==> src/pkg/ebt_pkg.sv <==
package ebt_pkg;

  // ---------------------------------------------------------------
  // register map (word index on the plain register port)
  // ---------------------------------------------------------------
  localparam int          ADDR_W          = 3;
  localparam logic [2:0]  OFF_CONTROL     = 3'h0;
  localparam logic [2:0]  OFF_COUNTER     = 3'h1;
  localparam logic [2:0]  OFF_SCALER      = 3'h2;
  localparam logic [2:0]  OFF_BOUND       = 3'h3;
  localparam logic [2:0]  OFF_INT_STATUS  = 3'h4;
  localparam logic [2:0]  OFF_INT_ENABLE  = 3'h5;
  localparam logic [2:0]  OFF_INT_CLEAR   = 3'h6;

  // ---------------------------------------------------------------
  // reset values
  // ---------------------------------------------------------------
  localparam logic [7:0]  RST_CONTROL     = 8'h00;
  localparam logic [7:0]  RST_COUNTER     = 8'h00;
  localparam logic [7:0]  RST_SCALER      = 8'h00;
  localparam logic [7:0]  RST_BOUND       = 8'h00;
  localparam logic [1:0]  RST_INT         = 2'h0;

  // ---------------------------------------------------------------
  // field layouts
  // ---------------------------------------------------------------
  localparam int          CTL_SRC_LSB     = 4;
  localparam int          CTL_ROUTE_LSB   = 2;
  localparam int          CTL_PWM_BIT     = 1;
  localparam int          SCL_SIX_BIT     = 7;
  localparam int          SCL_PRE_LSB     = 5;
  localparam int          SCL_DIV_LSB     = 0;
  localparam int          INT_PERIOD_BIT  = 0;
  localparam int          INT_WRAP_BIT    = 1;

  // clock source codes of control[7:4]
  localparam logic [3:0]  SRC_STOP        = 4'h0;
  localparam logic [3:0]  SRC_SYSCLK      = 4'h1;
  localparam logic [3:0]  SRC_FAST_RC     = 4'h2;
  localparam logic [3:0]  SRC_SLOW_RC     = 4'h3;
  localparam logic [3:0]  SRC_PIN0        = 4'h4;
  localparam logic [3:0]  SRC_PIN1        = 4'h5;
  localparam logic [3:0]  SRC_PIN2        = 4'h6;
  localparam logic [3:0]  SRC_COMPARATOR  = 4'h7;

  // output routing codes of control[3:2]
  localparam logic [1:0]  ROUTE_NONE      = 2'h0;

  // counter tops for the two pwm resolutions
  localparam logic [7:0]  TOP_PWM8        = 8'hff;
  localparam logic [7:0]  TOP_PWM6        = 8'h3f;

  typedef struct packed {
    logic [3:0] src;
    logic [1:0] route;
    logic       pwm;
    logic       rsvd;
  } ebt_ctrl_t;

  typedef struct packed {
    logic       six_bit;
    logic [1:0] pre;
    logic [4:0] div;
  } ebt_scaler_t;

endpackage : ebt_pkg

==> src/rtl/ebt_clk_scaler.sv <==
module ebt_clk_scaler #(
  parameter int PRE_W = 6,
  parameter int DIV_W = 5
) (
  // clock and reset
  input  wire logic             i_clk,
  input  wire logic             i_rst,
  // source ticks and settings
  input  wire logic             i_tick,
  input  wire logic [1:0]       i_pre_sel,
  input  wire logic [DIV_W-1:0] i_div,
  // scaled timer tick
  output logic                  o_tick
);

  // ---------------------------------------------------------------
  // elaboration check
  // ---------------------------------------------------------------
  if (PRE_W < 6 || DIV_W < 1) begin : g_chk
    $error("ebt_clk_scaler: prescaler needs 6 bits and scaler at least 1");
  end

  logic [PRE_W-1:0] pre_cnt_q;
  logic [PRE_W-1:0] pre_top;
  logic [DIV_W-1:0] div_cnt_q;
  logic             pre_tick;

  // prescale terminal count: divide by 1, 4, 16 or 64
  always_comb begin
    case (i_pre_sel)
      2'h0:    pre_top = PRE_W'(0);
      2'h1:    pre_top = PRE_W'(3);
      2'h2:    pre_top = PRE_W'(15);
      default: pre_top = PRE_W'(63);
    endcase
  end

  assign pre_tick = i_tick && (pre_cnt_q >= pre_top);
  assign o_tick   = pre_tick && (div_cnt_q >= i_div);

  // prescaler count
  always_ff @(posedge i_clk) begin
    if (i_rst) begin
      pre_cnt_q <= '0;
    end else if (pre_tick) begin
      pre_cnt_q <= '0;
    end else if (i_tick) begin
      pre_cnt_q <= pre_cnt_q + PRE_W'(1);
    end
  end

  // scaler count, divide by field plus one
  always_ff @(posedge i_clk) begin
    if (i_rst) begin
      div_cnt_q <= '0;
    end else if (o_tick) begin
      div_cnt_q <= '0;
    end else if (pre_tick) begin
      div_cnt_q <= div_cnt_q + DIV_W'(1);
    end
  end

  // ---------------------------------------------------------------
  // checks
  // ---------------------------------------------------------------
  property p_pre_by_one;
    @(posedge i_clk) disable iff (i_rst)
      (i_pre_sel == 2'h0 && i_tick) |-> pre_tick;
  endproperty
  a_pre_by_one: assert property (p_pre_by_one)
    else $error("prescale by one did not pass the source tick");

  property p_scale_gap;
    @(posedge i_clk) disable iff (i_rst)
      (o_tick && i_div == 5'h01 && $stable(i_pre_sel) && i_pre_sel == 2'h0)
        |=> !o_tick;
  endproperty
  a_scale_gap: assert property (p_scale_gap)
    else $error("divide by two gave back to back scaled ticks");

endmodule : ebt_clk_scaler

==> src/rtl/ebt_timer.sv <==
// Operation
// control high nibble selects the clock source
// control bits 3..2 route output to pin
// routed output overrides the pin direction setting
// prescaler divides by 1, 4, 16, 64
// scaler divides by field value plus one
// counter counts up, software reads and writes
// counter clears to zero at upper bound
// control bit 1 selects pwm, else period
// period mode gives waveform or interrupt event
// period mode square wave, fifty percent duty
// pwm eight bit when scaler bit 7 clear
// comparator high stops pwm when option built
// period output toggles at each bound clear
// eight bit pwm period 256, duty (K+1)/256
// bound 255 keeps eight bit pwm high
// six bit pwm: period 64, duty (K+1)/64
//
// The strobed register port and the placing of the registers were left to the implementer.
module ebt_timer #(
  parameter bit GATE_OPTION = 1'b0,
  parameter int PIN_COUNT   = 3
) (
  // clock and reset
  input  wire logic                          i_clk,
  input  wire logic                          i_rst,
  // register port
  input  wire logic [ebt_pkg::ADDR_W-1:0]    i_addr,
  input  wire logic [7:0]                    i_wdata,
  input  wire logic                          i_wr,
  input  wire logic                          i_rd,
  output logic      [7:0]                    o_rdata,
  // clock sources, sampled as levels
  input  wire logic                          i_fast_rc_clk,
  input  wire logic                          i_slow_rc_clk,
  input  wire logic [PIN_COUNT-1:0]          i_src_pin,
  input  wire logic                          i_comparator,
  // port pins: normal port drive and the forced result
  input  wire logic [PIN_COUNT-1:0]          i_port_out,
  input  wire logic [PIN_COUNT-1:0]          i_port_oe_n,
  output logic      [PIN_COUNT-1:0]          o_pin_out,
  output logic      [PIN_COUNT-1:0]          o_pin_oe_n,
  // interrupt
  output logic                               o_irq
);

  // ---------------------------------------------------------------
  // elaboration check
  // ---------------------------------------------------------------
  if (PIN_COUNT != 3) begin : g_chk
    $error("ebt_timer: routing field serves exactly three pins");
  end

  ebt_pkg::ebt_ctrl_t   ctrl_q;
  ebt_pkg::ebt_scaler_t scal_q;
  logic [7:0]           cnt_q;
  logic [7:0]           bound_q;
  logic [1:0]           stat_q;
  logic [1:0]           stat_d;
  logic [1:0]           ien_q;
  logic [7:0]           rdata_q;
  logic                 irq_q;
  logic                 wave_q;
  logic [PIN_COUNT-1:0] pin_out_q;
  logic [PIN_COUNT-1:0] pin_oe_n_q;
  logic                 fast_prev_q;
  logic                 slow_prev_q;
  logic [PIN_COUNT-1:0] pin_prev_q;
  logic                 cmp_prev_q;
  logic                 src_tick;
  logic                 tm_tick;
  logic                 wr_ctrl;
  logic                 wr_cnt;
  logic                 wr_scal;
  logic                 wr_bound;
  logic                 wr_ien;
  logic                 wr_clr;
  logic [7:0]           pwm_top;
  logic [7:0]           top;
  logic                 at_top;
  logic                 pwm_level;
  logic                 gate;
  logic [1:0]           ev;

  // ---------------------------------------------------------------
  // write decode
  // ---------------------------------------------------------------
  always_comb begin
    wr_ctrl  = 1'b0;
    wr_cnt   = 1'b0;
    wr_scal  = 1'b0;
    wr_bound = 1'b0;
    wr_ien   = 1'b0;
    wr_clr   = 1'b0;
    if (i_wr && i_addr == ebt_pkg::OFF_CONTROL) begin
      wr_ctrl = 1'b1;
    end else if (i_wr && i_addr == ebt_pkg::OFF_COUNTER) begin
      wr_cnt = 1'b1;
    end else if (i_wr && i_addr == ebt_pkg::OFF_SCALER) begin
      wr_scal = 1'b1;
    end else if (i_wr && i_addr == ebt_pkg::OFF_BOUND) begin
      wr_bound = 1'b1;
    end else if (i_wr && i_addr == ebt_pkg::OFF_INT_ENABLE) begin
      wr_ien = 1'b1;
    end else if (i_wr && i_addr == ebt_pkg::OFF_INT_CLEAR) begin
      wr_clr = 1'b1;
    end
  end

  // control, scaler and bound registers
  always_ff @(posedge i_clk) begin
    if (i_rst) begin
      ctrl_q  <= ebt_pkg::RST_CONTROL;
      scal_q  <= ebt_pkg::RST_SCALER;
      bound_q <= ebt_pkg::RST_BOUND;
      ien_q   <= ebt_pkg::RST_INT;
    end else begin
      if (wr_ctrl) begin
        ctrl_q      <= i_wdata;
        ctrl_q.rsvd <= 1'b0; // reserved bit reads zero
      end
      if (wr_scal) begin
        scal_q <= i_wdata;
      end
      if (wr_bound) begin
        bound_q <= i_wdata;
      end
      if (wr_ien) begin
        ien_q <= i_wdata[1:0];
      end
    end
  end

  // read data stands for one cycle after the read strobe
  always_ff @(posedge i_clk) begin
    if (i_rst) begin
      rdata_q <= 8'h00;
    end else if (!i_rd) begin
      rdata_q <= 8'h00;
    end else if (i_addr == ebt_pkg::OFF_CONTROL) begin
      rdata_q <= ctrl_q;
    end else if (i_addr == ebt_pkg::OFF_COUNTER) begin
      rdata_q <= cnt_q;
    end else if (i_addr == ebt_pkg::OFF_SCALER) begin
      rdata_q <= scal_q;
    end else if (i_addr == ebt_pkg::OFF_BOUND) begin
      rdata_q <= bound_q;
    end else if (i_addr == ebt_pkg::OFF_INT_STATUS) begin
      rdata_q <= {6'h00, stat_q};
    end else if (i_addr == ebt_pkg::OFF_INT_ENABLE) begin
      rdata_q <= {6'h00, ien_q};
    end else begin
      rdata_q <= 8'h00;
    end
  end

  // ---------------------------------------------------------------
  // clock source selection
  // ---------------------------------------------------------------
  // previous samples for rising edge detection
  always_ff @(posedge i_clk) begin
    if (i_rst) begin
      fast_prev_q <= 1'b0;
      slow_prev_q <= 1'b0;
      pin_prev_q  <= '0;
      cmp_prev_q  <= 1'b0;
    end else begin
      fast_prev_q <= i_fast_rc_clk;
      slow_prev_q <= i_slow_rc_clk;
      pin_prev_q  <= i_src_pin;
      cmp_prev_q  <= i_comparator;
    end
  end

  // one tick per rising edge of the chosen source
  always_comb begin
    case (ctrl_q.src)
      ebt_pkg::SRC_SYSCLK:     src_tick = 1'b1;
      ebt_pkg::SRC_FAST_RC:    src_tick = i_fast_rc_clk && !fast_prev_q;
      ebt_pkg::SRC_SLOW_RC:    src_tick = i_slow_rc_clk && !slow_prev_q;
      ebt_pkg::SRC_PIN0:       src_tick = i_src_pin[0] && !pin_prev_q[0];
      ebt_pkg::SRC_PIN1:       src_tick = i_src_pin[1] && !pin_prev_q[1];
      ebt_pkg::SRC_PIN2:       src_tick = i_src_pin[2] && !pin_prev_q[2];
      ebt_pkg::SRC_COMPARATOR: src_tick = i_comparator && !cmp_prev_q;
      default:                 src_tick = 1'b0;
    endcase
  end

  ebt_clk_scaler #(
    .PRE_W (6),
    .DIV_W (5)
  ) u_scaler (
    .i_clk     (i_clk),
    .i_rst     (i_rst),
    .i_tick    (src_tick),
    .i_pre_sel (scal_q.pre),
    .i_div     (scal_q.div),
    .o_tick    (tm_tick)
  );

  // ---------------------------------------------------------------
  // counter
  // ---------------------------------------------------------------
  assign pwm_top   = scal_q.six_bit ? ebt_pkg::TOP_PWM6 : ebt_pkg::TOP_PWM8;
  assign top       = ctrl_q.pwm ? pwm_top : bound_q;
  assign at_top    = ((cnt_q & top) == top) && (ctrl_q.pwm || cnt_q == bound_q);
  assign pwm_level = scal_q.six_bit ? (cnt_q[5:0] <= bound_q[5:0])
                                    : (cnt_q <= bound_q);
  assign gate      = GATE_OPTION && i_comparator;

  // up count, clear at top; a software write wins over a tick
  always_ff @(posedge i_clk) begin
    if (i_rst) begin
      cnt_q <= ebt_pkg::RST_COUNTER;
    end else if (wr_cnt) begin
      cnt_q <= i_wdata;
    end else if (tm_tick && at_top) begin
      cnt_q <= 8'h00;
    end else if (tm_tick) begin
      cnt_q <= cnt_q + 8'h01;
    end
  end

  // waveform: toggle in period mode, compare in pwm mode
  always_ff @(posedge i_clk) begin
    if (i_rst) begin
      wave_q <= 1'b0;
    end else if (!ctrl_q.pwm) begin
      if (tm_tick && at_top && !wr_cnt) begin
        wave_q <= !wave_q;
      end
    end else begin
      wave_q <= pwm_level && !gate;
    end
  end

  // forced drive of the routed pin, port setting elsewhere
  always_ff @(posedge i_clk) begin
    if (i_rst) begin
      pin_out_q  <= '0;
      pin_oe_n_q <= '1;
    end else begin
      for (int i = 0; i < PIN_COUNT; i++) begin
        if (ctrl_q.route == 2'(i + 1)) begin
          pin_out_q[i]  <= wave_q;
          pin_oe_n_q[i] <= 1'b0;
        end else begin
          pin_out_q[i]  <= i_port_out[i];
          pin_oe_n_q[i] <= i_port_oe_n[i];
        end
      end
    end
  end

  // ---------------------------------------------------------------
  // interrupt status
  // ---------------------------------------------------------------
  assign ev[ebt_pkg::INT_PERIOD_BIT] = tm_tick && at_top && !wr_cnt && !ctrl_q.pwm;
  assign ev[ebt_pkg::INT_WRAP_BIT]   = tm_tick && at_top && !wr_cnt && ctrl_q.pwm;
  assign stat_d = (stat_q & ~({2{wr_clr}} & i_wdata[1:0])) | ev; // set wins over clear

  always_ff @(posedge i_clk) begin
    if (i_rst) begin
      stat_q <= ebt_pkg::RST_INT;
      irq_q  <= 1'b0;
    end else begin
      stat_q <= stat_d;
      irq_q  <= |(stat_q & ien_q);
    end
  end

  assign o_rdata    = rdata_q;
  assign o_pin_out  = pin_out_q;
  assign o_pin_oe_n = pin_oe_n_q;
  assign o_irq      = irq_q;

  // ---------------------------------------------------------------
  // checks
  // ---------------------------------------------------------------
  property p_src_stop;
    @(posedge i_clk) disable iff (i_rst)
      (ctrl_q.src == ebt_pkg::SRC_STOP) |-> !src_tick && !tm_tick;
  endproperty
  a_src_stop: assert property (p_src_stop)
    else $error("stopped source still produced a tick");

  property p_route_force;
    @(posedge i_clk) disable iff (i_rst)
      (ctrl_q.route == 2'h2 && $stable(ctrl_q.route)) |=> !o_pin_oe_n[1];
  endproperty
  a_route_force: assert property (p_route_force)
    else $error("routed pin not forced to drive");

  property p_route_value;
    @(posedge i_clk) disable iff (i_rst)
      (ctrl_q.route == 2'h1) |=> (o_pin_out[0] == $past(wave_q));
  endproperty
  a_route_value: assert property (p_route_value)
    else $error("routed pin does not carry the waveform");

  property p_count_up;
    @(posedge i_clk) disable iff (i_rst)
      (tm_tick && !at_top && !wr_cnt) |=> (cnt_q == $past(cnt_q) + 8'h01);
  endproperty
  a_count_up: assert property (p_count_up)
    else $error("counter did not step up by one");

  property p_bound_clear;
    @(posedge i_clk) disable iff (i_rst)
      (!ctrl_q.pwm && tm_tick && cnt_q == bound_q && !wr_cnt)
        |=> (cnt_q == 8'h00) && (wave_q != $past(wave_q)) && stat_q[0];
  endproperty
  a_bound_clear: assert property (p_bound_clear)
    else $error("bound reach did not clear, toggle and flag");

  property p_sw_write;
    @(posedge i_clk) disable iff (i_rst)
      wr_cnt |=> (cnt_q == $past(i_wdata));
  endproperty
  a_sw_write: assert property (p_sw_write)
    else $error("counter write lost");

  property p_pwm_wrap8;
    @(posedge i_clk) disable iff (i_rst)
      (ctrl_q.pwm && !scal_q.six_bit && tm_tick && cnt_q == 8'hff && !wr_cnt)
        |=> (cnt_q == 8'h00);
  endproperty
  a_pwm_wrap8: assert property (p_pwm_wrap8)
    else $error("eight bit pwm did not wrap at 255");

  property p_pwm_full;
    @(posedge i_clk) disable iff (i_rst)
      (ctrl_q.pwm && !scal_q.six_bit && bound_q == 8'hff && !gate) |=> wave_q;
  endproperty
  a_pwm_full: assert property (p_pwm_full)
    else $error("bound 255 did not hold the output high");

  property p_pwm6;
    @(posedge i_clk) disable iff (i_rst)
      (ctrl_q.pwm && scal_q.six_bit && tm_tick && cnt_q[5:0] == 6'h3f && !wr_cnt)
        |=> (cnt_q == 8'h00);
  endproperty
  a_pwm6: assert property (p_pwm6)
    else $error("six bit pwm did not wrap at 63");

  property p_gate;
    @(posedge i_clk) disable iff (i_rst)
      (ctrl_q.pwm && gate) |=> !wave_q;
  endproperty
  a_gate: assert property (p_gate)
    else $error("pwm output not stopped by comparator");

  property p_irq;
    @(posedge i_clk) disable iff (i_rst)
      (|(stat_q & ien_q)) |=> o_irq;
  endproperty
  a_irq: assert property (p_irq)
    else $error("enabled status did not raise the interrupt");

endmodule : ebt_timer

==> config.mk <==
export PLATFORM = sky130hd
export DESIGN_NAME = ebt_timer
export DESIGN_NICKNAME = d
export VERILOG_FILES = /design/src/pkg/ebt_pkg.sv /design/src/rtl/ebt_clk_scaler.sv /design/src/rtl/ebt_timer.sv
export SDC_FILE = /design/constraint.sdc
export NUM_CORES = 1
export LEC_CHECK = 0
export ABC_CLOCK_PERIOD_IN_PS = 5000
export BUFFER_PORTS_ARGS = -buffer_cell sky130_fd_sc_hd__buf_2
export CAP_MARGIN = 40
export CORE_AREA = 3 3 125 67
export CTS_BUF_LIST = sky130_fd_sc_hd__clkbuf_4 sky130_fd_sc_hd__clkbuf_8 sky130_fd_sc_hd__clkbuf_16
export CTS_CLUSTER_DIAMETER = 30
export DETAILED_ROUTE_END_ITERATION = 7
export DIE_AREA = 0 0 128 70
export PLACE_DENSITY = 0.68
export RECOVER_POWER = 100
export SYNTH_ARGS = -nofsm -noshare
export SYNTH_HDL_FRONTEND = slang
export SYNTH_HIERARCHICAL = 1
export SYNTH_SLANG_ARGS = --single-unit
==> constraint.sdc <==
create_clock -name i_clk -period 5 [get_ports i_clk]
set_input_delay 0.25 -clock i_clk [delete_from_list [all_inputs] [get_ports i_clk]]
set_output_delay 0.25 -clock i_clk [all_outputs]
set_load 0.02 [all_outputs]
# [Word level (Yosys, flattened, before mapping)]
# Index checks and enable logic that the tools add are counted.
[op_classes] addsub=3 magnitude_cmp=4 n_eq_ne=20 n_mux=43 n_bitwise=7 n_reduce_logical=38
[ops] operator="$mux W8" count=9
[ops] operator="$mux W1" count=30
[ops] operator="$logic_and A1 B1 Y1" count=19
[ops] operator="$pmux W6 S3" count=1
[ops] operator="$eq A4 B3 Y1 const B" count=4
[ops] operator="$eq A8 B8 Y1" count=2
[ops] operator="$eq A3 B3 Y1 const B" count=3
[ops] operator="$logic_not A1 Y1" count=9
[ops] operator="$add A8 B1 Y8 const B" count=1
[ops] operator="$and A8 B8 Y8" count=1
[ops] operator="$eq A4 B2 Y1 const B" count=2
[ops] operator="$le A8 B8 Y1" count=1
[ops] operator="$reduce_or A2 Y1" count=4
[ops] operator="$pmux W1 S7" count=1
[ops] operator="$add A6 B1 Y6 const B" count=1
[ops] operator="$and A2 B2 Y2" count=3
[ops] operator="$eq A2 B2 Y1 const B" count=3
[ops] operator="$eq A3 B2 Y1 const B" count=2
[ops] operator="$ge A6 B6 Y1" count=1
[ops] operator="$le A6 B6 Y1" count=1
[ops] operator="$add A5 B1 Y5 const B" count=1
[ops] operator="$ge A5 B5 Y1" count=1
[ops] operator="$eq A2 B1 Y1 const B" count=2
[ops] operator="$eq A4 B1 Y1 const B" count=1
[ops] operator="other kinds (11)" count=12
[totals] register_bits=68 input_bits=27

# [Depth between registers and ports, before layout]
# Gate-level depths: netlist of run 1.
[logic_depth] word_depth=12 mapped_depth=15 depth_no_buf=13

# [Cells and area by module]
# The synthesis of run 1 kept the hierarchy.
[modules_own_cells] mod="ebt_timer" n_inst=1 cells_per_inst=318 area_each_um2=2797.7 seq_area_each_um2=1141.1
[modules_own_cells] mod="ebt_clk_scaler" n_inst=1 cells_per_inst=91 area_each_um2=815.8 seq_area_each_um2=220.2

# [Worst setup path after synthesis of run 1]
# Ideal clock, no wire load.
[synth_timing] path_kind="reg2reg" startpoint="register ctrl_q[4] in the netlist's numbering" endpoint="register wave_q" setup_time_ns=0.120 arrival_ns=2.951 t_required_ns=4.880 slack_ns=1.929 path_stages_with_launch=14 n_path_buf=2 period_less_slack_ns=3.071 cell_sequence="dfxtp_1 -> clkbuf_1 -> a31oi_1 -> a311o_1 -> a21oi_1 -> buf_6 -> nand3_4 -> o31a_4 -> nor2_1 -> o221ai_2 -> a211oi_4 -> nand4_1 -> o21a_1 -> o31a_1"
[synth_via] elab_chain_len=7 word_cells_on_any_way=13 cone_classes="eq/ne (7); mux (1); reduce/logical (5)"
[synth_lines] item="start, declared" line="ebt_timer.sv:54" text="ebt_pkg::ebt_ctrl_t ctrl_q;"
[synth_lines] item="start signal, assigned" line="ebt_timer.sv:113" text="ctrl_q <= ebt_pkg::RST_CONTROL;"
[synth_lines] item="start signal, assigned" line="ebt_timer.sv:119" text="ctrl_q <= i_wdata;"
[synth_lines] item="$eq A4 B3 Y1 (tied with other cells)" line="ebt_timer.sv:177" text="case (ctrl_q.src)"
[synth_lines] item="$pmux W1 S7 *" line="ebt_timer.sv:177"
[synth_lines] item="net src_tick" line="ebt_timer.sv:70" text="logic src_tick;"
[synth_lines] item="$logic_and A1 B1 Y1 *" line="ebt_clk_scaler.sv:38" text="assign pre_tick = i_tick && (pre_cnt_q >= pre_top);"
[synth_lines] item="$logic_and A1 B1 Y1 *" line="ebt_clk_scaler.sv:39" text="assign o_tick = pre_tick && (div_cnt_q >= i_div);"
[synth_lines] item="net tm_tick" line="ebt_timer.sv:71" text="logic tm_tick;"
[synth_lines] item="$logic_and A1 B1 Y1 * (2 in series)" line="ebt_timer.sv:229" text="if (tm_tick && at_top && !wr_cnt) begin"
[synth_lines] item="$reduce_bool A2 Y1 (no line) *"
[synth_lines] item="end signal, assigned" line="ebt_timer.sv:230" text="wave_q <= !wave_q;"
[synth_lines] item="end signal, assigned" line="ebt_timer.sv:233" text="wave_q <= pwm_level && !gate;"
[synth_lines] item="end, declared" line="ebt_timer.sv:63" text="logic wave_q;"
# Mark *: on every way through the listed nets, which the timed path passes. The rest lies on a longest branch.
# A chain may end at the register's enable or synchronous reset.

# [Final worst setup path of run 1]
[layout_timing] startpoint="register ctrl_q[4] in the netlist's numbering" endpoint="register cnt_q[4]"
[layout_via] elab_chain_len=7 word_cells_on_any_way=14 cone_classes="eq/ne (7); mux (3); reduce/logical (4)"
[layout_lines] item="$eq A4 B3 Y1 (tied with other cells)" line="ebt_timer.sv:177"
[layout_lines] item="$pmux W1 S7 *" line="ebt_timer.sv:177"
[layout_lines] item="net src_tick" line="ebt_timer.sv:70"
[layout_lines] item="$logic_and A1 B1 Y1 *" line="ebt_clk_scaler.sv:38"
[layout_lines] item="$logic_and A1 B1 Y1 *" line="ebt_clk_scaler.sv:39"
[layout_lines] item="net tm_tick" line="ebt_timer.sv:71"
[layout_lines] item="$logic_and A1 B1 Y1" line="ebt_timer.sv:217" text="end else if (tm_tick && at_top) begin"
[layout_lines] item="$mux W8" line="ebt_timer.sv:217"
[layout_lines] item="$mux W8" line="ebt_timer.sv:215" text="end else if (wr_cnt) begin"
[layout_lines] item="end signal, assigned" line="ebt_timer.sv:214" text="cnt_q <= ebt_pkg::RST_COUNTER;"
[layout_lines] item="end signal, assigned" line="ebt_timer.sv:216" text="cnt_q <= i_wdata;"
[layout_lines] item="end signal, assigned" line="ebt_timer.sv:220" text="cnt_q <= cnt_q + 8'h01;"
[layout_lines] item="end, declared" line="ebt_timer.sv:56" text="logic [7:0] cnt_q;"
# Marks and branches as above.

==> results of run 1 <==
layout make-up:
type | instances | area, sq um
fill | 657 | 3148
multi-input combinational | 303 | 2054
sequential | 68 | 1361
clock buffer | 10 | 232.7
timing repair buffer | 43 | 193.9
tap | 96 | 120.1
inverter | 21 | 78.83
clock inverter | 5 | 77.57
how the worst max path moves through the flow:
stage | start | end | cells past startpoint
6_report | ctrl_q[4] | cnt_q[4] | 13
3_3_place_gp | ctrl_q[4] | wave_q | 13
4_1_cts | ctrl_q[4] | stat_q[0] | 13
3_5_place_dp | ctrl_q[4] | wave_q | 13
2_1_floorplan | ctrl_q[4] | wave_q | 13
5_1_grt | ctrl_q[4] | cnt_q[4] | 12
where the power goes:
part / internal [mW] / switching (mW) / leakage, nW
registers: 0.556 / 0.0152 / 0.553
logic: 0.0487 / 0.0740 / 0.849
clock network: 0.437 / 0.233 / 0.152
cell usage after synthesis (all sizes together), types with 7 or more instances:
cell type,count
clkbuf,10
a21oi,35
mux2i,14
buf,7
o21ai,8
nor2,36
dfxtp,68
nand2b,9
nand3,19
inv,21
nand2,55
ha,22
nor2b,16
cell usage in the layout, fill, tap and decap left out, types with 3 or more instances in the layout:
| cell | n |
|---|---|
| sky130_fd_sc_hd__nor3_1 | 4 |
| sky130_fd_sc_hd__nor2b_1 | 16 |
| sky130_fd_sc_hd__inv_1 | 21 |
| sky130_fd_sc_hd__a22oi_1 | 3 |
| sky130_fd_sc_hd__clkbuf_1 | 17 |
| sky130_fd_sc_hd__o22ai_1 | 6 |
| sky130_fd_sc_hd__nand4_1 | 5 |
| sky130_fd_sc_hd__mux2i_1 | 14 |
| sky130_fd_sc_hd__clkbuf_16 | 9 |
| sky130_fd_sc_hd__nand2b_1 | 9 |
| sky130_fd_sc_hd__xor2_1 | 5 |
| sky130_fd_sc_hd__nor2_1 | 35 |
| sky130_fd_sc_hd__nand3_1 | 18 |
| sky130_fd_sc_hd__ha_1 | 22 |
| sky130_fd_sc_hd__a21o_1 | 5 |
| sky130_fd_sc_hd__a31oi_1 | 5 |
| sky130_fd_sc_hd__mux4_2 | 5 |
| sky130_fd_sc_hd__buf_2 | 26 |
| sky130_fd_sc_hd__a21oi_1 | 34 |
| sky130_fd_sc_hd__o21ai_0 | 7 |
| sky130_fd_sc_hd__dfxtp_1 | 68 |
| sky130_fd_sc_hd__xnor2_1 | 4 |
| sky130_fd_sc_hd__and3_1 | 6 |
| sky130_fd_sc_hd__nand2_1 | 55 |
routing by layer:
| metal | vias up | share of wire [%] |
|---|---|---|
| li1 | 1523 | - |
| met4 | 0 | 1.9 |
| met5 | - | 0 |
| met3 | 23 | 8.3 |
| met2 | 113 | 43 |
| met1 | 1422 | 47 |
critical path, delay by kind of cell, from the launching register on:
kind / cells / cell delay, ps
AOI/OAI and AO/OA: 7 / 1840
and+or+nand+nor: 5 / 1010
DFF: 1 / 460
buffers and inverters: 1 / 370
registers in the layout (all words and copies together) (netlist names), 2 cells and up:
register,flops
o_rdata,8
o_pin_oe_n,3
u_scaler/div_cnt_q,5
u_scaler/pre_cnt_q,6
o_pin_out,3
ctrl_q,7
pin_prev_q,3
stat_q,2
cnt_q,8
scal_q,8
ien_q,2
bound_q,8
through the flow:
| stage | worst slack (ps) | utilization (%) | total power, mW |
|---|---|---|---|
| 6_report | 1096 | 56.68 | 1.364 |
| 3_5_place_dp | 1689 | 53.25 | 0.7076 |
| 2_1_floorplan | 1929 | - | 0.6663 |
| 4_1_cts | 1640 | 57.52 | 1.378 |
| 3_3_place_gp | 1756 | 53.25 | 0.7072 |
| 5_1_grt | 738.7 | 56.68 | 1.410 |
kinds of logic after synthesis:
family / after synthesis / synth area share, %
flip-flops: 68 / 37.67
buffers and inverters: 38 / 4.501
AND/OR/NAND/NOR: 167 / 23.48
adder cells (fa/ha/maj): 22 / 7.618
multiplexers: 22 / 8.345
AO/OA/AOI/OAI: 83 / 16.21
XOR/XNOR: 9 / 2.181
==> run metrics, run 1 <==
# port buffers 41; reported leakage power 1.553 nW; diodes inserted 0; clock-pin slew on the worst setup and hold paths 50 ps; number of cells on the worst hold path 2; latest clock arrival within the worst-skew pair 340 ps; grt ovf 0; area of the mapped netlist 0.003613 sq mm; number of nets produced by synthesis 458; Placement Rows 22; fraction of met2 tracks used by global routing 29.95%; async set-reset flop share out of synthesis 0%; portion of synthesized cell area occupied by the leading cell type 37.67%; clock sinks 68; count of flip-flops with a built-in enable after synthesis 0; global routing met1 resource utilization 28.75%; f_max 256.1 MHz; average via count per standard cell 5.643; number of buffers on the longest clock path 2; classification of the worst setup path flop to flop; first-pass iteration count of the detailed router 5; starting utilization of the core area 49.72%; die boundary width 128 microns; layout-stage area growth over the synthesis result 13.99%; max incr delay on CP 460 ps; register-to-register setup slack 1100 ps; CTS Root Cell sky130_fd_sc_hd__clkbuf_16; largest voltage drop on the vdd net 0.2287 mV; post-synthesis cell count 409; list of cells traversed by the critical path nand2_1 -> o221ai_1 -> o211ai_1 -> a21oi_1 -> clkbuf_1 -> nand3_4 -> o31a_1 -> nor2_1 -> o221ai_1 -> a211oi_1 -> nand4_2 -> a221oi_1 -> nor3_1; initial antenna violation count 0; top post-synthesis cells by area sky130_fd_sc_hd__dfxtp_1, sky130_fd_sc_hd__ha_1, sky130_fd_sc_hd__nand2_1; number of global-route vias before repair 2,777; number of setup violations in the final report 0; number of nets with antenna violations after detailed routing 0; DRT iter0 DRCs 211; vias post-DR 3,081; library cell contributing the largest single delay on the critical path sky130_fd_sc_hd__dfxtp_1; FF-to-FF End cnt_q[4]; die extent in y 70 microns; Worst path most repeated cell sky130_fd_sc_hd__o221ai_1; Overall Global Routing Usage 20.71%; count of instances resized after the clock tree is built 0; Top-Level Pins 42; number of maximum-capacitance violations 1; post-detailed-route DRC marker count 0; post-CTS setup buffers 0; TritonCTS Buffers 9; violated checks max-capacitance violations, max-slew violations; aggregate routed wire length 8.906 mm; Seq/Total Area, Yosys 37.67%; min cycle time layout 3904 ps; # nets final 495; instance count after placement with tap cells included 531; synth warn 6; post-route setup TNS 0 ps; CP Launch Type flop; Worst Path Required 5110 ps; R2R depth 13; type of the most critical hold path primary input to flop; Final Hold Fails 0; Die ar. 0.008960 sq mm; Relative slew margins -75.87%; tightest hold margin 105.4 ps; global-route track usage on met3 6.188%; register bit total from synthesis 68; library cell occupying the most area in the post-synthesis netlist sky130_fd_sc_hd__dfxtp_1; Post-Layout Inst Area 0.004119 sq mm; Final Wtd Congestion 0.8756; wire length of the first global-routing pass 14.45 mm; unrepaired setup endpoints after global routing false; total of hold buffers inserted after clock tree synthesis 0; non-filler instance count after layout 546; kind of end point of the critical path flop; mean post-synth cell area 8.835 sq um; peak-usage layer in the global routing report met2; share of final-layout standard cells stronger than drive strength 1 12.89%; final clock period utilization by the worst path 78.08%; result of the run complete, but fails checks; placed cell areas 0.003870 sq mm; Final Max Tran Viols 60; clock tree skew after final layout 6.012 ps; CTS H-tree lvls 3; detailed-placement wirelength estimate 6.348 mm; startpoint of the worst register-to-register path ctrl_q[4]; clock tree from TritonCTS done; Wirelength per Cell 16.31 microns; number of different library cells in the post-synthesis netlist 63; power per cell area 331.2 mW/mm^2; data arrival time of the critical path 4010 ps; main flop type after synthesis sky130_fd_sc_hd__dfxtp_1; Min-Delay Endpoint o_pin_oe_n[1]; Core Box Area 0.007267 sq mm; pin count of the biggest net entering global routing 60; transition time of the tightest slew-check pin 2638 ps; CP Max Fanout 8; source of the worst hold timing path i_port_oe_n[1]
No activity file was read; power rests on OpenSTA's default activity.
==> run 2, diff against run 1 <==
--- a/config.mk
+++ b/config.mk
@@ -5,7 +5,7 @@
 export SDC_FILE = /design/constraint.sdc
 export NUM_CORES = 1
 export LEC_CHECK = 0
-export ABC_CLOCK_PERIOD_IN_PS = 5000
+export ABC_CLOCK_PERIOD_IN_PS = 3810
 export BUFFER_PORTS_ARGS = -buffer_cell sky130_fd_sc_hd__buf_2
 export CAP_MARGIN = 40
 export CORE_AREA = 3 3 125 67
==> constraint.sdc (replaced) <==
create_clock -name i_clk -period 3.81 [get_ports i_clk]
set_input_delay 0.1905 -clock i_clk [delete_from_list [all_inputs] [get_ports i_clk]]
set_output_delay 0.1905 -clock i_clk [all_outputs]
set_load 0.02 [all_outputs]
==> run metrics, run 2 (synthesis gave the netlist of run 1 again) <==
Worst Path Required 3940 ps (-1170 ps); share of the core filled with cells in the final layout 57.33% (+0.65 points); die boundary width 128 microns (unchanged); wire length of the first global-routing pass 14.95 mm (+3.4%); kind of end point of the critical path flop; clock sinks 68 (unchanged); Top-Level Pins 42 (unchanged); TritonCTS Buffers 9 (unchanged); tightest hold margin 48.43 ps (-57.01 ps); Final Max Tran Viols 42 (-30%); number of buffers on the longest clock path 2 (unchanged); Final Wtd Congestion 0.8663 (-1.1%); number of global-route vias before repair 2,921 (+5.2%); # port buffers 41 (unchanged); clock tree from TritonCTS done; Worst path most repeated cell sky130_fd_sc_hd__o221ai_1; first-pass iteration count of the detailed router 4 (-1); count of instances resized after the clock tree is built 0 (unchanged); startpoint of the worst register-to-register path ctrl_q[4]; initial antenna violation count 0 (unchanged); Placement Rows 22 (unchanged); result of the run complete, but fails checks; Overall Global Routing Usage 21.18% (+0.47 points); max incr delay on CP 460 ps (about the same); total of hold buffers inserted after clock tree synthesis 0 (unchanged); FF-to-FF End cnt_q[4]; Min-Delay Endpoint o_pin_oe_n[1]; filler cell count in the final layout 686 (+4.4%); most frequent standard cell in the layout excluding fill and tap cells sky130_fd_sc_hd__dfxtp_1; layout-stage area growth over the synthesis result 15.30%; post-CTS setup buffers 0 (unchanged); Total Power Consumption 1.835 mW (+34%); pin count of the biggest net entering global routing 42 (-30%); detailed-placement wirelength estimate 6.414 mm (+1.0%); power per cell area 440.3 mW/mm^2 (+33%); CTS H-tree lvls 3 (unchanged); number of nets with antenna violations after detailed routing 0 (unchanged); type of the most critical hold path primary input to flop; largest voltage drop on the vdd net 0.2347 mV (+2.6%); post-route setup TNS 0 ps (unchanged); vias post-DR 3,103 (+0.71%); number of cells on the worst hold path 2 (unchanged); f_max 315.1 MHz (+23%); DRT iter0 DRCs 245 (+16%); die extent in y 70 microns (unchanged); classification of the worst setup path flop to flop; Relative slew margins -32.48% (+43 points); unrepaired setup endpoints after global routing false; number of setup violations in the final report 0 (unchanged); CP Launch Type flop; clock tree skew after final layout 6.084 ps (+0.07200 ps); number of maximum-capacitance violations 1 (unchanged); CTS Root Cell sky130_fd_sc_hd__clkbuf_16; Die ar. 0.008960 sq mm (unchanged); latest clock arrival within the worst-skew pair 330 ps (about the same); data arrival time of the critical path 3310 ps (-700 ps); grt ovf 0 (unchanged); R2R depth 13 (unchanged); transition time of the tightest slew-check pin 1987 ps (-650.8 ps); CP Max Fanout 8 (unchanged); starting utilization of the core area 49.72% (unchanged); Core Box Area 0.007267 sq mm (unchanged); library cell contributing the largest single delay on the critical path sky130_fd_sc_hd__dfxtp_1; average via count per standard cell 5.652 (+0.16%); diodes inserted 0 (unchanged); commonest non-fill, non-tap cells in the layout sky130_fd_sc_hd__dfxtp_1, sky130_fd_sc_hd__nand2_1, sky130_fd_sc_hd__nor2_1; share of final-layout standard cells stronger than drive strength 1 13.47% (+0.58 points); # nets final 497 (+0.40%); post-detailed-route DRC marker count 0 (unchanged); Final Hold Fails 0 (unchanged); violated checks max-capacitance violations, max-slew violations; register-to-register setup slack 640 ps (-460 ps); Wirelength per Cell 16.29 microns (-0.14%); source of the worst hold timing path i_port_oe_n[1]; min cycle time layout 3173 ps (-730.9 ps); final clock period utilization by the worst path 83.29% (+5.2 points); clock-pin slew on the worst setup and hold paths 60 ps (about the same); reported leakage power 1.571 nW (+1.1%); aggregate routed wire length 8.942 mm (+0.40%); list of cells traversed by the critical path nand2_1 -> o221ai_1 -> o211ai_1 -> a21oi_1 -> nand3_4 -> o31a_1 -> nor2_1 -> buf_4 -> o221ai_1 -> a211oi_4 -> nand4_1 -> a221oi_1 -> nor3_1
run 2: final cells by class:
class	instances	area, sq um	area share (%)
clock buffers	11	252.7	6.066
clock inverters	5	83.83	2.012
inverters	21	78.83	1.892
multi-input cells	303	2061	49.46
flip-flops and latches	68	1361	32.67
well taps	96	120.1	2.883
repair buffers	45	209.0	5.015
run 2: worst max path at each step:
stage | from | slack, ps | cells after the start | endpoint
2_1_floorplan | ctrl_q[4] | 740 | 13 | wave_q
3_3_place_gp | ctrl_q[4] | 780 | 13 | wave_q
3_5_place_dp | ctrl_q[4] | 720 | 13 | wave_q
4_1_cts | ctrl_q[4] | 710 | 13 | wave_q
5_1_grt | ctrl_q[4] | 230 | 13 | cnt_q[4]
6_report | ctrl_q[4] | 640 | 13 | cnt_q[4]
run 2: routing by layer:
layer	vias to the layer above	routed length (microns)	global-route usage [%]
li1	1529	-	-
met3	14	558	6.570
met4	0	150	7.647
met1	1473	4346	28.79
met5	-	0	0
met2	87	3887	31.58
run 2: where the power goes:
group / switching [mW] / internal [mW]
sequential: 0.0187 / 0.730
clock: 0.313 / 0.609
combinational: 0.0993 / 0.0647
total: 0.431 / 1.40
run 2: critical path: cells and delay by family (launching register included):
family	cells	cell delay, ps
buffers and inverters	1	170
AND/OR/NAND/NOR	5	640
flip-flops	1	460
AO/OA/AOI/OAI	7	1700
run 2: per-stage QoR:
stage	cells	worst slack, ps	instance area (sq um)
6_report	549	636.7	4167
5_1_grt	549	226.2	4167
4_1_cts	549	705.6	4219
3_5_place_dp	533	716.5	3882
3_3_place_gp	532	775.0	3877
2_1_floorplan	409	738.8	3613
